File: src/rtl/codec_mixer_pkg.sv
package codec_mixer_pkg;

   // -----------------------------------------------------------------
   // host port and index map
   // -----------------------------------------------------------------
   localparam logic       SEL_INDEX_ADDR  = 1'b0;
   localparam logic       SEL_INDEXED_DAT = 1'b1;
   localparam int         INDEX_W         = 5;
   localparam logic [4:0] IDX_LEFT_ADC    = 5'h00;
   localparam logic [4:0] IDX_RIGHT_ADC   = 5'h01;
   localparam logic [4:0] IDX_LEFT_AUX1   = 5'h02;
   localparam logic [4:0] IDX_RIGHT_AUX1  = 5'h03;
   localparam logic [4:0] IDX_LEFT_AUX2   = 5'h04;
   localparam logic [4:0] IDX_RIGHT_AUX2  = 5'h05;
   localparam logic [4:0] IDX_LEFT_DAC    = 5'h06;
   localparam logic [4:0] IDX_RIGHT_DAC   = 5'h07;
   localparam logic [4:0] IDX_RATE_FMT    = 5'h08;
   localparam logic [4:0] IDX_EXT_FIRST   = 5'h10;

   // -----------------------------------------------------------------
   // reset values and writable-bit masks (reserved bits kept zero)
   // -----------------------------------------------------------------
   localparam logic [7:0] RST_ADC_CTL   = 8'h00;
   localparam logic [7:0] RST_AUX_CTL   = 8'h88;
   localparam logic [7:0] RST_DAC_CTL   = 8'h80;
   localparam logic [7:0] RST_RATE_FMT  = 8'h00;
   localparam logic [7:0] MASK_ADC_CTL  = 8'hef;
   localparam logic [7:0] MASK_AUX_CTL  = 8'h9f;
   localparam logic [7:0] MASK_DAC_CTL  = 8'hbf;
   localparam logic [7:0] MASK_CLK_RATE = 8'h0f;
   localparam logic [7:0] MASK_FMT_BITS = 8'hf0;

   // -----------------------------------------------------------------
   // source selects, divisors, format codes
   // -----------------------------------------------------------------
   localparam logic [1:0]  SRC_LINE     = 2'h0;
   localparam logic [1:0]  SRC_AUX_ONE  = 2'h1;
   localparam logic [1:0]  SRC_MIC      = 2'h2;
   localparam logic [1:0]  SRC_LOOPBACK = 2'h3;
   localparam logic [11:0] DIV_CODE0    = 12'hc00;
   localparam logic [11:0] DIV_CODE1    = 12'h600;
   localparam logic [11:0] DIV_CODE2    = 12'h380;
   localparam logic [11:0] DIV_CODE3    = 12'h300;
   localparam logic [11:0] DIV_CODE4    = 12'h1c0;
   localparam logic [11:0] DIV_CODE5    = 12'h180;
   localparam logic [11:0] DIV_CODE6    = 12'h200;
   localparam logic [11:0] DIV_CODE7    = 12'ha00;
   localparam logic [2:0]  FMT_U8       = 3'h0;
   localparam logic [2:0]  FMT_ULAW     = 3'h1;
   localparam logic [2:0]  FMT_S16_LE   = 3'h2;
   localparam logic [2:0]  FMT_ALAW     = 3'h3;
   localparam logic [2:0]  FMT_RSVD4    = 3'h4;
   localparam logic [2:0]  FMT_ADPCM    = 3'h5;
   localparam logic [2:0]  FMT_S16_BE   = 3'h6;
   localparam logic [2:0]  FMT_RSVD7    = 3'h7;

   // -----------------------------------------------------------------
   // register layouts
   // -----------------------------------------------------------------
   typedef struct packed {
      logic [1:0] source_sel;
      logic       mic_boost_en;
      logic       rsvd;
      logic [3:0] gain;
   } adc_ctl_type;

   typedef struct packed {
      logic       mute;
      logic [1:0] rsvd;
      logic [4:0] gain;
   } aux_ctl_type;

   typedef struct packed {
      logic       mute;
      logic       rsvd;
      logic [5:0] atten;
   } dac_ctl_type;

   typedef struct packed {
      logic       format_high_bit;
      logic       format_low_bit;
      logic       companded_sel;
      logic       stereo;
      logic [2:0] rate_divide_sel;
      logic       sample_clock_source;
   } rate_fmt_type;

   // effective stream setup seen by the converters
   typedef struct packed {
      logic [2:0]  play_format;
      logic        play_stereo;
      logic [2:0]  capture_format;
      logic        capture_stereo;
      logic        sample_clock_source;
      logic [11:0] rate_divisor;
   } stream_cfg_type;

endpackage : codec_mixer_pkg

File: src/rtl/codec_indexed_mixer_format_regs.sv
module codec_indexed_mixer_format_regs (
   input  wire logic                         i_clk,
   input  wire logic                         i_rstn,
   input  wire logic                         i_wr,
   input  wire logic                         i_rd,
   input  wire logic                         i_sel,
   input  wire logic [7:0]                   i_wdata,
   input  wire logic                         i_mode_change_enable,
   input  wire logic                         i_playback_mode_change_enable,
   input  wire logic                         i_extended_feature_select,
   input  wire logic [7:0]                   i_capture_format_reg,
   output logic      [7:0]                   o_rdata,
   output logic                              o_rvalid,
   output codec_mixer_pkg::adc_ctl_type      o_left_adc_ctl,
   output codec_mixer_pkg::adc_ctl_type      o_right_adc_ctl,
   output codec_mixer_pkg::aux_ctl_type      o_left_aux_one,
   output codec_mixer_pkg::aux_ctl_type      o_right_aux_one,
   output codec_mixer_pkg::aux_ctl_type      o_left_aux_two,
   output codec_mixer_pkg::aux_ctl_type      o_right_aux_two,
   output codec_mixer_pkg::dac_ctl_type      o_left_dac_ctl,
   output codec_mixer_pkg::dac_ctl_type      o_right_dac_ctl,
   output codec_mixer_pkg::rate_fmt_type     o_rate_format,
   output codec_mixer_pkg::stream_cfg_type   o_stream_cfg,
   output logic                              o_left_aux_one_muted,
   output logic                              o_right_aux_one_muted,
   output logic                              o_left_aux_two_muted,
   output logic                              o_right_aux_two_muted,
   output logic                              o_left_dac_muted,
   output logic                              o_right_dac_muted
);

   // -----------------------------------------------------------------
   // helper functions
   // -----------------------------------------------------------------

   // divide code to divisor; every code decodes, even fast ones
   function automatic logic [11:0] rate_divisor(input logic [2:0] code);
      logic [11:0] div;
      div = codec_mixer_pkg::DIV_CODE0;
      case (code)
         3'h0: div = codec_mixer_pkg::DIV_CODE0;
         3'h1: div = codec_mixer_pkg::DIV_CODE1;
         3'h2: div = codec_mixer_pkg::DIV_CODE2;
         3'h3: div = codec_mixer_pkg::DIV_CODE3;
         3'h4: div = codec_mixer_pkg::DIV_CODE4;
         3'h5: div = codec_mixer_pkg::DIV_CODE5;
         3'h6: div = codec_mixer_pkg::DIV_CODE6;
         default: div = codec_mixer_pkg::DIV_CODE7;
      endcase
      return div;
   endfunction : rate_divisor

   // format triple, high bit held low outside extended mode
   function automatic logic [2:0] eff_format(input logic       ext,
                                             input logic [2:0] raw);
      return {raw[2] & ext, raw[1:0]};
   endfunction : eff_format

   // masked merge of a host write into a stored byte
   function automatic logic [7:0] merge(input logic [7:0] old_val,
                                        input logic [7:0] new_val,
                                        input logic [7:0] mask);
      return (old_val & ~mask) | (new_val & mask);
   endfunction : merge

   // -----------------------------------------------------------------
   // storage
   // -----------------------------------------------------------------
   logic [4:0]                   index_reg;
   logic [4:0]                   index_next;
   codec_mixer_pkg::adc_ctl_type left_adc_reg;
   codec_mixer_pkg::adc_ctl_type right_adc_reg;
   codec_mixer_pkg::aux_ctl_type left_aux1_reg;
   codec_mixer_pkg::aux_ctl_type right_aux1_reg;
   codec_mixer_pkg::aux_ctl_type left_aux2_reg;
   codec_mixer_pkg::aux_ctl_type right_aux2_reg;
   codec_mixer_pkg::dac_ctl_type left_dac_reg;
   codec_mixer_pkg::dac_ctl_type right_dac_reg;
   codec_mixer_pkg::rate_fmt_type rate_fmt_reg;
   codec_mixer_pkg::rate_fmt_type rate_fmt_next;
   logic [7:0]                   rdata_next;

   // -----------------------------------------------------------------
   // access decode
   // -----------------------------------------------------------------

   // the extended window is closed unless the mode bit is set
   wire ext_window  = (index_reg >= codec_mixer_pkg::IDX_EXT_FIRST);
   wire index_open  = ~ext_window | i_extended_feature_select;
   wire wr_index    = i_wr & (i_sel == codec_mixer_pkg::SEL_INDEX_ADDR);
   wire wr_data     = i_wr & (i_sel == codec_mixer_pkg::SEL_INDEXED_DAT)
                      & index_open;
   wire rd_data     = i_rd & (i_sel == codec_mixer_pkg::SEL_INDEXED_DAT);

   // per-register write strobes from the latched index
   wire wr_left_adc   = wr_data & (index_reg == codec_mixer_pkg::IDX_LEFT_ADC);
   wire wr_right_adc  = wr_data
                        & (index_reg == codec_mixer_pkg::IDX_RIGHT_ADC);
   wire wr_left_aux1  = wr_data
                        & (index_reg == codec_mixer_pkg::IDX_LEFT_AUX1);
   wire wr_right_aux1 = wr_data
                        & (index_reg == codec_mixer_pkg::IDX_RIGHT_AUX1);
   wire wr_left_aux2  = wr_data
                        & (index_reg == codec_mixer_pkg::IDX_LEFT_AUX2);
   wire wr_right_aux2 = wr_data
                        & (index_reg == codec_mixer_pkg::IDX_RIGHT_AUX2);
   wire wr_left_dac   = wr_data & (index_reg == codec_mixer_pkg::IDX_LEFT_DAC);
   wire wr_right_dac  = wr_data
                        & (index_reg == codec_mixer_pkg::IDX_RIGHT_DAC);
   wire wr_rate_fmt   = wr_data & (index_reg == codec_mixer_pkg::IDX_RATE_FMT);

   // index register takes the low five bits of a write
   assign index_next = wr_index ? i_wdata[4:0] : index_reg;

   // -----------------------------------------------------------------
   // rate and format write gating
   // -----------------------------------------------------------------

   // clock and divide need the full mode-change enable; format bits
   // also accept the playback enable, so playback format can move
   // while capture keeps running
   wire fmt_open   = i_mode_change_enable | i_playback_mode_change_enable;
   wire [7:0] rate_mask =
      (i_mode_change_enable ? codec_mixer_pkg::MASK_CLK_RATE : 8'h00) |
      (fmt_open ? codec_mixer_pkg::MASK_FMT_BITS : 8'h00);

   // masked bits keep their stored value
   assign rate_fmt_next = wr_rate_fmt ?
      merge(rate_fmt_reg, i_wdata, rate_mask) : rate_fmt_reg;

   // -----------------------------------------------------------------
   // read path
   // -----------------------------------------------------------------

   // stored format high bit reads back as zero in basic mode
   wire [7:0] rate_fmt_view = {
      eff_format(i_extended_feature_select,
                 {rate_fmt_reg.format_high_bit,
                  rate_fmt_reg.format_low_bit,
                  rate_fmt_reg.companded_sel}),
      rate_fmt_reg[4:0]};

   // indexed read; unmapped or closed indexes return zero
   wire [7:0] indexed_view =
      ~index_open ? 8'h00 :
      (index_reg == codec_mixer_pkg::IDX_LEFT_ADC)   ? left_adc_reg   :
      (index_reg == codec_mixer_pkg::IDX_RIGHT_ADC)  ? right_adc_reg  :
      (index_reg == codec_mixer_pkg::IDX_LEFT_AUX1)  ? left_aux1_reg  :
      (index_reg == codec_mixer_pkg::IDX_RIGHT_AUX1) ? right_aux1_reg :
      (index_reg == codec_mixer_pkg::IDX_LEFT_AUX2)  ? left_aux2_reg  :
      (index_reg == codec_mixer_pkg::IDX_RIGHT_AUX2) ? right_aux2_reg :
      (index_reg == codec_mixer_pkg::IDX_LEFT_DAC)   ? left_dac_reg   :
      (index_reg == codec_mixer_pkg::IDX_RIGHT_DAC)  ? right_dac_reg  :
      (index_reg == codec_mixer_pkg::IDX_RATE_FMT)   ? rate_fmt_view  :
      8'h00;

   assign rdata_next = rd_data ? indexed_view : {3'h0, index_reg};

   // -----------------------------------------------------------------
   // effective stream setup
   // -----------------------------------------------------------------

   // capture follows this register in basic mode, its own in extended
   wire [2:0] play_fmt_w = rate_fmt_view[7:5];
   wire [2:0] cap_fmt_w  = i_extended_feature_select ?
                           i_capture_format_reg[7:5] : play_fmt_w;
   wire       cap_st_w   = i_extended_feature_select ?
                           i_capture_format_reg[4]
                           : rate_fmt_reg.stereo;
   codec_mixer_pkg::stream_cfg_type cfg_next;
   assign cfg_next = '{
      play_format:         play_fmt_w,
      play_stereo:         rate_fmt_reg.stereo,
      capture_format:      cap_fmt_w,
      capture_stereo:      cap_st_w,
      sample_clock_source: rate_fmt_reg.sample_clock_source,
      rate_divisor:        rate_divisor(rate_fmt_reg.rate_divide_sel)
   };

   // -----------------------------------------------------------------
   // host port registers
   // -----------------------------------------------------------------

   // index and read data; a read of the data port answers next cycle
   always_ff @(posedge i_clk) begin
      if (!i_rstn) begin
         index_reg <= 5'h00;
         o_rdata   <= 8'h00;
         o_rvalid  <= 1'b0;
      end else begin
         index_reg <= index_next;
         o_rdata   <= i_rd ? rdata_next : o_rdata;
         o_rvalid  <= i_rd;
      end
   end

   // -----------------------------------------------------------------
   // mixer registers
   // -----------------------------------------------------------------

   // input and output controls; reserved bits are stored as zero
   always_ff @(posedge i_clk) begin
      if (!i_rstn) begin
         left_adc_reg   <= codec_mixer_pkg::RST_ADC_CTL;
         right_adc_reg  <= codec_mixer_pkg::RST_ADC_CTL;
         left_aux1_reg  <= codec_mixer_pkg::RST_AUX_CTL;
         right_aux1_reg <= codec_mixer_pkg::RST_AUX_CTL;
         left_aux2_reg  <= codec_mixer_pkg::RST_AUX_CTL;
         right_aux2_reg <= codec_mixer_pkg::RST_AUX_CTL;
         left_dac_reg   <= codec_mixer_pkg::RST_DAC_CTL;
         right_dac_reg  <= codec_mixer_pkg::RST_DAC_CTL;
      end else begin
         if (wr_left_adc)
            left_adc_reg <= i_wdata & codec_mixer_pkg::MASK_ADC_CTL;
         if (wr_right_adc)
            right_adc_reg <= i_wdata & codec_mixer_pkg::MASK_ADC_CTL;
         if (wr_left_aux1)
            left_aux1_reg <= i_wdata & codec_mixer_pkg::MASK_AUX_CTL;
         if (wr_right_aux1)
            right_aux1_reg <= i_wdata & codec_mixer_pkg::MASK_AUX_CTL;
         if (wr_left_aux2)
            left_aux2_reg <= i_wdata & codec_mixer_pkg::MASK_AUX_CTL;
         if (wr_right_aux2)
            right_aux2_reg <= i_wdata & codec_mixer_pkg::MASK_AUX_CTL;
         if (wr_left_dac)
            left_dac_reg <= i_wdata & codec_mixer_pkg::MASK_DAC_CTL;
         if (wr_right_dac)
            right_dac_reg <= i_wdata & codec_mixer_pkg::MASK_DAC_CTL;
      end
   end

   // rate and format, gated per field
   always_ff @(posedge i_clk) begin
      if (!i_rstn)
         rate_fmt_reg <= codec_mixer_pkg::RST_RATE_FMT;
      else
         rate_fmt_reg <= rate_fmt_next;
   end

   // -----------------------------------------------------------------
   // registered outputs
   // -----------------------------------------------------------------

   // mirror copies so every output leaves a flip-flop; one cycle late
   always_ff @(posedge i_clk) begin
      if (!i_rstn) begin
         o_left_adc_ctl  <= codec_mixer_pkg::RST_ADC_CTL;
         o_right_adc_ctl <= codec_mixer_pkg::RST_ADC_CTL;
         o_left_aux_one  <= codec_mixer_pkg::RST_AUX_CTL;
         o_right_aux_one <= codec_mixer_pkg::RST_AUX_CTL;
         o_left_aux_two  <= codec_mixer_pkg::RST_AUX_CTL;
         o_right_aux_two <= codec_mixer_pkg::RST_AUX_CTL;
         o_left_dac_ctl  <= codec_mixer_pkg::RST_DAC_CTL;
         o_right_dac_ctl <= codec_mixer_pkg::RST_DAC_CTL;
         o_rate_format   <= codec_mixer_pkg::RST_RATE_FMT;
      end else begin
         o_left_adc_ctl  <= left_adc_reg;
         o_right_adc_ctl <= right_adc_reg;
         o_left_aux_one  <= left_aux1_reg;
         o_right_aux_one <= right_aux1_reg;
         o_left_aux_two  <= left_aux2_reg;
         o_right_aux_two <= right_aux2_reg;
         o_left_dac_ctl  <= left_dac_reg;
         o_right_dac_ctl <= right_dac_reg;
         o_rate_format   <= rate_fmt_view;
      end
   end

   // mute levels toward the analog mixer
   always_ff @(posedge i_clk) begin
      if (!i_rstn) begin
         o_left_aux_one_muted  <= 1'b1;
         o_right_aux_one_muted <= 1'b1;
         o_left_aux_two_muted  <= 1'b1;
         o_right_aux_two_muted <= 1'b1;
         o_left_dac_muted      <= 1'b1;
         o_right_dac_muted     <= 1'b1;
      end else begin
         o_left_aux_one_muted  <= left_aux1_reg.mute;
         o_right_aux_one_muted <= right_aux1_reg.mute;
         o_left_aux_two_muted  <= left_aux2_reg.mute;
         o_right_aux_two_muted <= right_aux2_reg.mute;
         o_left_dac_muted      <= left_dac_reg.mute;
         o_right_dac_muted     <= right_dac_reg.mute;
      end
   end

   // stream setup, reset state is code 0 mono on the first clock
   always_ff @(posedge i_clk) begin
      if (!i_rstn)
         o_stream_cfg <= '{play_format: codec_mixer_pkg::FMT_U8,
                           play_stereo: 1'b0,
                           capture_format: codec_mixer_pkg::FMT_U8,
                           capture_stereo: 1'b0,
                           sample_clock_source: 1'b0,
                           rate_divisor: codec_mixer_pkg::DIV_CODE0};
      else
         o_stream_cfg <= cfg_next;
   end

endmodule : codec_indexed_mixer_format_regs

File: config.mk
export PLATFORM = sky130hd
export DESIGN_NAME = codec_indexed_mixer_format_regs
export DESIGN_NICKNAME = d
export VERILOG_FILES = /design/src/rtl/codec_mixer_pkg.sv /design/src/rtl/codec_indexed_mixer_format_regs.sv
export SDC_FILE = /design/constraint.sdc
export NUM_CORES = 1
export LEC_CHECK = 0
export ABC_AREA = 0
export ABC_CLOCK_PERIOD_IN_PS = 2100
export CORE_MARGIN = 10
export CORE_UTILIZATION = 65
export CTS_BUF_LIST = sky130_fd_sc_hd__clkbuf_8
export DETAILED_ROUTE_END_ITERATION = 7
export DONT_BUFFER_PORTS = 1
export PLACE_DENSITY = 0.86
export SLEW_MARGIN = 25
export SYNTH_ARGS = -nofsm -noshare
export SYNTH_HDL_FRONTEND = slang
export SYNTH_SLANG_ARGS = --single-unit
export TNS_END_PERCENT = 1
File: constraint.sdc
create_clock -name i_clk -period 2.1 [get_ports i_clk]
set_clock_uncertainty 0.05 [all_clocks]
set_input_delay 0.315 -clock i_clk [delete_from_list [all_inputs] [get_ports i_clk]]
set_output_delay 0.315 -clock i_clk [all_outputs]
set_load 0.02 [all_outputs]
Word level (Yosys, flattened, before mapping)
Cells that the tools add are included.
{"block": "op_classes", "magnitude_cmp": 1, "eq_ne": 14, "muxes": 16, "bitwise_logic": 23, "reduce_logical": 2}
{"cell": "2-to-1 mux 8 bit", "count": 12}
{"cell": "one-hot mux 12 bit (7 select lines)", "count": 1}
{"cell": "== test 5 x 3 -> 1 bit, second input constant", "count": 4}
{"cell": "AND 8 bit", "count": 2}
{"cell": "AND 1 bit", "count": 14}
{"cell": "== test 5 x 2 -> 1 bit, second input constant", "count": 2}
{"cell": "== test 3 bit, second input constant", "count": 3}
{"cell": "NOT 8 bit", "count": 1}
{"cell": "OR 4 x 8 -> 8 bit", "count": 1}
{"cell": "OR 8 bit", "count": 1}
{"cell": "== test 3 x 2 -> 1 bit, second input constant", "count": 2}
{"cell": "== test 5 x 1 -> 1 bit, second input constant", "count": 1}
{"cell": "== test 5 x 4 -> 1 bit, second input constant", "count": 1}
{"cell": ">= comparator 5 bit, second input constant", "count": 1}
{"cell": "logical NOT 5 bit", "count": 1}
{"cell": "2-to-1 mux 4 bit", "count": 1}
{"cell": "== test 3 x 1 -> 1 bit, second input constant", "count": 1}
{"cell": "logical NOT 3 bit", "count": 1}
{"cell": "2-to-1 mux 3 bit", "count": 1}
{"cell": "NOT 1 bit", "count": 2}
{"cell": "OR 1 bit", "count": 2}
{"cell": "2-to-1 mux 1 bit", "count": 1}
{"block": "word_totals", "regBits": 153, "out_inout_bits": 108, "word_cells": 111}

Longest topological paths before layout
{"block": "depth", "ltp_word": 12, "ltp_mapped": 7, "ltp_nobuf": 5}

Worst setup path after synthesis
No wires, ideal clock.
{"block": "synth_timing", "path_kind": "flip-flop to flip-flop", "startpoint": "register index_reg[4]", "endpoint": "register left_aux2_reg[3] in the netlist's numbering", "arrival_ns": 1.574, "slack_ns": 0.347, "path_stages_with_launch": 8, "path_buffers": 2, "period_less_slack_ns": 1.753, "cell_sequence": "dfxtp_1 buf_2 nor3b_4 nand3_4 or3_1 buf_6 mux2i_1 nand2_1"}
{"block": "synth_via", "elab_chain_cells": 5}
{"item": "start: declaration", "line_no": "codec_indexed_mixer_format_regs.sv:69", "source": "logic [4:0] index_reg;"}
{"item": "start signal: assignment", "line_no": "codec_indexed_mixer_format_regs.sv:191", "source": "index_reg <= index_next;"}
{"item": ">= comparator 5 bit", "line_no": "codec_indexed_mixer_format_regs.sv:88", "source": "wire ext_window = (index_reg >= codec_mixer_pkg::IDX_EXT_FIRST);"}
{"item": "NOT 1 bit", "line_no": "codec_indexed_mixer_format_regs.sv:89", "source": "wire index_open = ~ext_window | i_extended_feature_select;"}
{"item": "OR 1 bit", "line_no": "codec_indexed_mixer_format_regs.sv:89"}
{"item": "AND 1 bit", "line_no": "codec_indexed_mixer_format_regs.sv:92", "source": "& index_open;"}
{"item": "AND 1 bit (*)", "line_no": "codec_indexed_mixer_format_regs.sv:104", "source": "& (index_reg == codec_mixer_pkg::IDX_LEFT_AUX2);"}
{"item": "end signal: assignment", "line_no": "codec_indexed_mixer_format_regs.sv:208", "source": "left_aux2_reg <= codec_mixer_pkg::RST_AUX_CTL;"}
{"item": "end signal: assignment", "line_no": "codec_indexed_mixer_format_regs.sv:222", "source": "left_aux2_reg <= i_wdata & codec_mixer_pkg::MASK_AUX_CTL;"}
{"item": "end: declaration", "line_no": "codec_indexed_mixer_format_regs.sv:75", "source": "codec_mixer_pkg::aux_ctl_type left_aux2_reg;"}
Mark *: on every way between the ends. The rest lies on a longest branch, timed or not.
A chain may end at the register's enable or synchronous reset.

==> reports/results.txt <==
Crit path time final - 1.97 ns
Slew margin rel. - 63.7%
Die Y - 115 um
CTS clk-pin slew, worst paths - 0.08 ns
R2R Setup Slk - 0.13 ns
DP Cell Count - 680
Routed Antenna Nets - 0
Setup Fix Bufs, Post-CTS - 0
Final WS setup - 0.127 ns
Worst Hold Class - input port to flip-flop
Die X - 115 um
DRT Pass-1 Iters - 5
Hold Path Origin - i_wdata[1]
Hold Path Sink - right_adc_reg[1]$_SDFFE_PN0P_
First-pass GRT wire length - 24900 um
Unrepaired setup endpoints after global routing - false
Post-synthesis register bit count - 144
Crit Path Max Fanout - 9
Area contributors post-synth - dfxtp_1 49%, mux2i_1 10%, and2_1 5.8%
Max-cap violations - 0
Largest area contributor in the netlist - dfxtp_1
Layout Cells excl Fill - 736
Met1 usage in global routing - 30.1%
Pre-CTS WS - 0.114 ns
Status - finished clean
Max FFs per register - 12
Endpoints failing hold - 0
Met2 usage - 39.9%
Initial cell density of the core - 67.4%
GR peak layer - met2
# setup viols final - 0
Max-slew violations - 0
Register area share after synthesis - 48.8%
Row cnt - 34
TritonCTS Buffers - 17
Total track usage - 24.2%
Final Cycle Share - 93.9%
R2R cell count - 5
Avg WL per Cell - 22.0 um
Core Footprint - 8760 um^2
Post-Syn Area per Cell - 10.0 um^2
Cell count after synthesis - 590
Full die area - 13300 um^2
WP data required - 2.37 ns
Pleak - 2.52 nW
Biggest register - o_stream_cfg
Share of layout cells above drive strength 1 - 14.2%
Diode count - 0
Detailed Route Iter0 Violations - 468
Largest regs - o_stream_cfg (12), o_rdata (8)
IO Count - 132
Hold path cells - 2
Post-Synthesis Cell Area - 5900 um^2
Final WL - 16200 um
Main synth FF type - dfxtp_1
WP data arrival - 2.25 ns
CTS sink cnt - 144
Dpl cell area - 5950 um^2
Area growth syn-to-layout - 12.1%
Hpwl dp - 10900 um
Most frequent cell after synthesis - dfxtp_1
Seq. cell area - 2890 um^2
WS Path Type - flip-flop to flip-flop
Synth cell count leaders - 144 x dfxtp_1, 61 x mux2i_1, 55 x and2_1
Ys async rst share - 0%
Fmax - 507 MHz
CTS Root Cell - clkbuf_8
CTS Buffer Depth - 2
Finished layout cell area - 6620 um^2
Worst vdd ir - 0.421 mV
Initial antenna violation count - 0
Remaining global-route overflow - 0
I/O Buffers - 0
DR vias/cell - 5.97
WHS - 0.0139 ns
Largest net degree at the start of global routing - 134
Synth warn - 0
CTS tree - yes
Setup tns final - 0 ns
Vias in the first global route - 4314
GRT met3 Usage - 6.09%
Slew of the pin with the lowest slew margin - 0.544 ns
Startpoint types - flip-flop
Multi-input logic area - 2660 um^2
CTS H-Tree Depth - 4
Pwr/cell area - 816 nW/um^2
Placer Congestion - 0.972
Drt drc - 0
Fill count - 621
Critical R2R Launch - index_reg[4]$_SDFFE_PN0P_
Post-synth EDFFs - 0
Final net count - 643
Post-synth top area share - 48.8%
CP Capture Type - flip-flop
DR vias - 4393
Worst-Skew Late Latency - 0.43 ns
Synth unique cells - 51
-- cells by family after synthesis --
family | after synthesis | synth area share, %
buffers and inverters | 77 | 7.25
flip-flops | 144 | 48.8
AO/OA/AOI/OAI | 95 | 10.2
adder cells (fa/ha/maj) | 2 | 0.424
other | 1 | 0.0635
multiplexers | 71 | 12.2
AND/OR/NAND/NOR | 200 | 21.0
-- area by class of cell --
| type | instances | area share [%] |
|---|---|---|
| Multi-Input combinational cell | 386 | 40.2 |
| Clock buffer | 18 | 3.74 |
| Tap cell | 108 | 2.04 |
| Inverter | 10 | 0.586 |
| Sequential cell | 144 | 43.6 |
| Clock inverter | 12 | 2.06 |
| Timing Repair Buffer | 58 | 7.83 |
-- worst max-delay path, cell delays in order, from the launching register on --
cell	delay, ns
dfxtp_1	0.45
nor4_4	0.52
and2_1	0.25
o211a_1	0.29
mux2i_1	0.23
nor2b_1	0.07
-- metrics by stage --
stage          total power, mW  util, %
2_1_floorplan             3.18        -
3_3_place_gp              3.20     67.9
3_5_place_dp              3.21     67.9
4_1_cts                   5.39     75.4
5_1_grt                   5.58     75.5
6_report                  5.40     75.5
-- layer usage --
metal / part of all wire (%) / vias up
met4: 2.3 / 0
met5: 0 / -
met2: 49 / 234
li1: - / 2008
met1: 40 / 2113
met3: 9.0 / 38
-- repair_timing --
item                                   4_1_cts  5_1_grt
endpoints found under the hold margin      139        1
gates resized for setup                      0        2
hold buffers                                25        1
setup endpoints to repair                    0       12
-- placed cells by master (no fill, tap or decap), types with 4 or more instances in the layout --
cell | netlist | routed
mux2_2 | 10 | 10
o21ai_0 | 42 | 42
o22ai_1 | 4 | 4
conb_1 | 1 | 18
mux2i_1 | 61 | 61
a21boi_1 | 4 | 4
a21boi_0 | 9 | 9
nand2_1 | 30 | 30
buf_4 | 31 | 32
nor2b_1 | 50 | 50
and2_1 | 55 | 55
clkbuf_8 | 0 | 18
nand3_1 | 7 | 7
nand2b_1 | 18 | 18
nor2_1 | 11 | 11
a22oi_1 | 4 | 4
dfxtp_1 | 144 | 142
inv_1 | 8 | 8
dlygate4sd3_1 | 0 | 25
a21oi_1 | 12 | 12
nand4_1 | 4 | 4
and3_1 | 5 | 5
-- how the worst max path moves through the flow --
stage	startpoint	end
finish	index_reg[4]$_SDFFE_PN0P_	flip-flop
global route	index_reg[3]$_SDFFE_PN0P_	o_rdata[2]$_SDFFE_PN0P_
CTS	index_reg[0]$_SDFFE_PN0P_	o_rdata[3]$_SDFFE_PN0P_
detailed placement	index_reg[1]$_SDFFE_PN0P_	right_aux1_reg[2]$_SDFFE_PN0P_
global placement	index_reg[0]$_SDFFE_PN0P_	o_rdata[3]$_SDFFE_PN0P_
floorplan	index_reg[4]$_SDFFE_PN0P_	left_aux2_reg[3]$_SDFFE_PN1P_
-- power breakdown --
group	leakage [nW]	internal (mW)	total, mW	switching [mW]
Sequential	1.17	2.76	2.83	0.0659
Combinational	1.16	0.172	0.411	0.239
Clock	0.188	1.08	2.16	1.08
Total	2.52	4.02	5.40	1.38
Note: power is estimated with default switching activity, not from simulation.
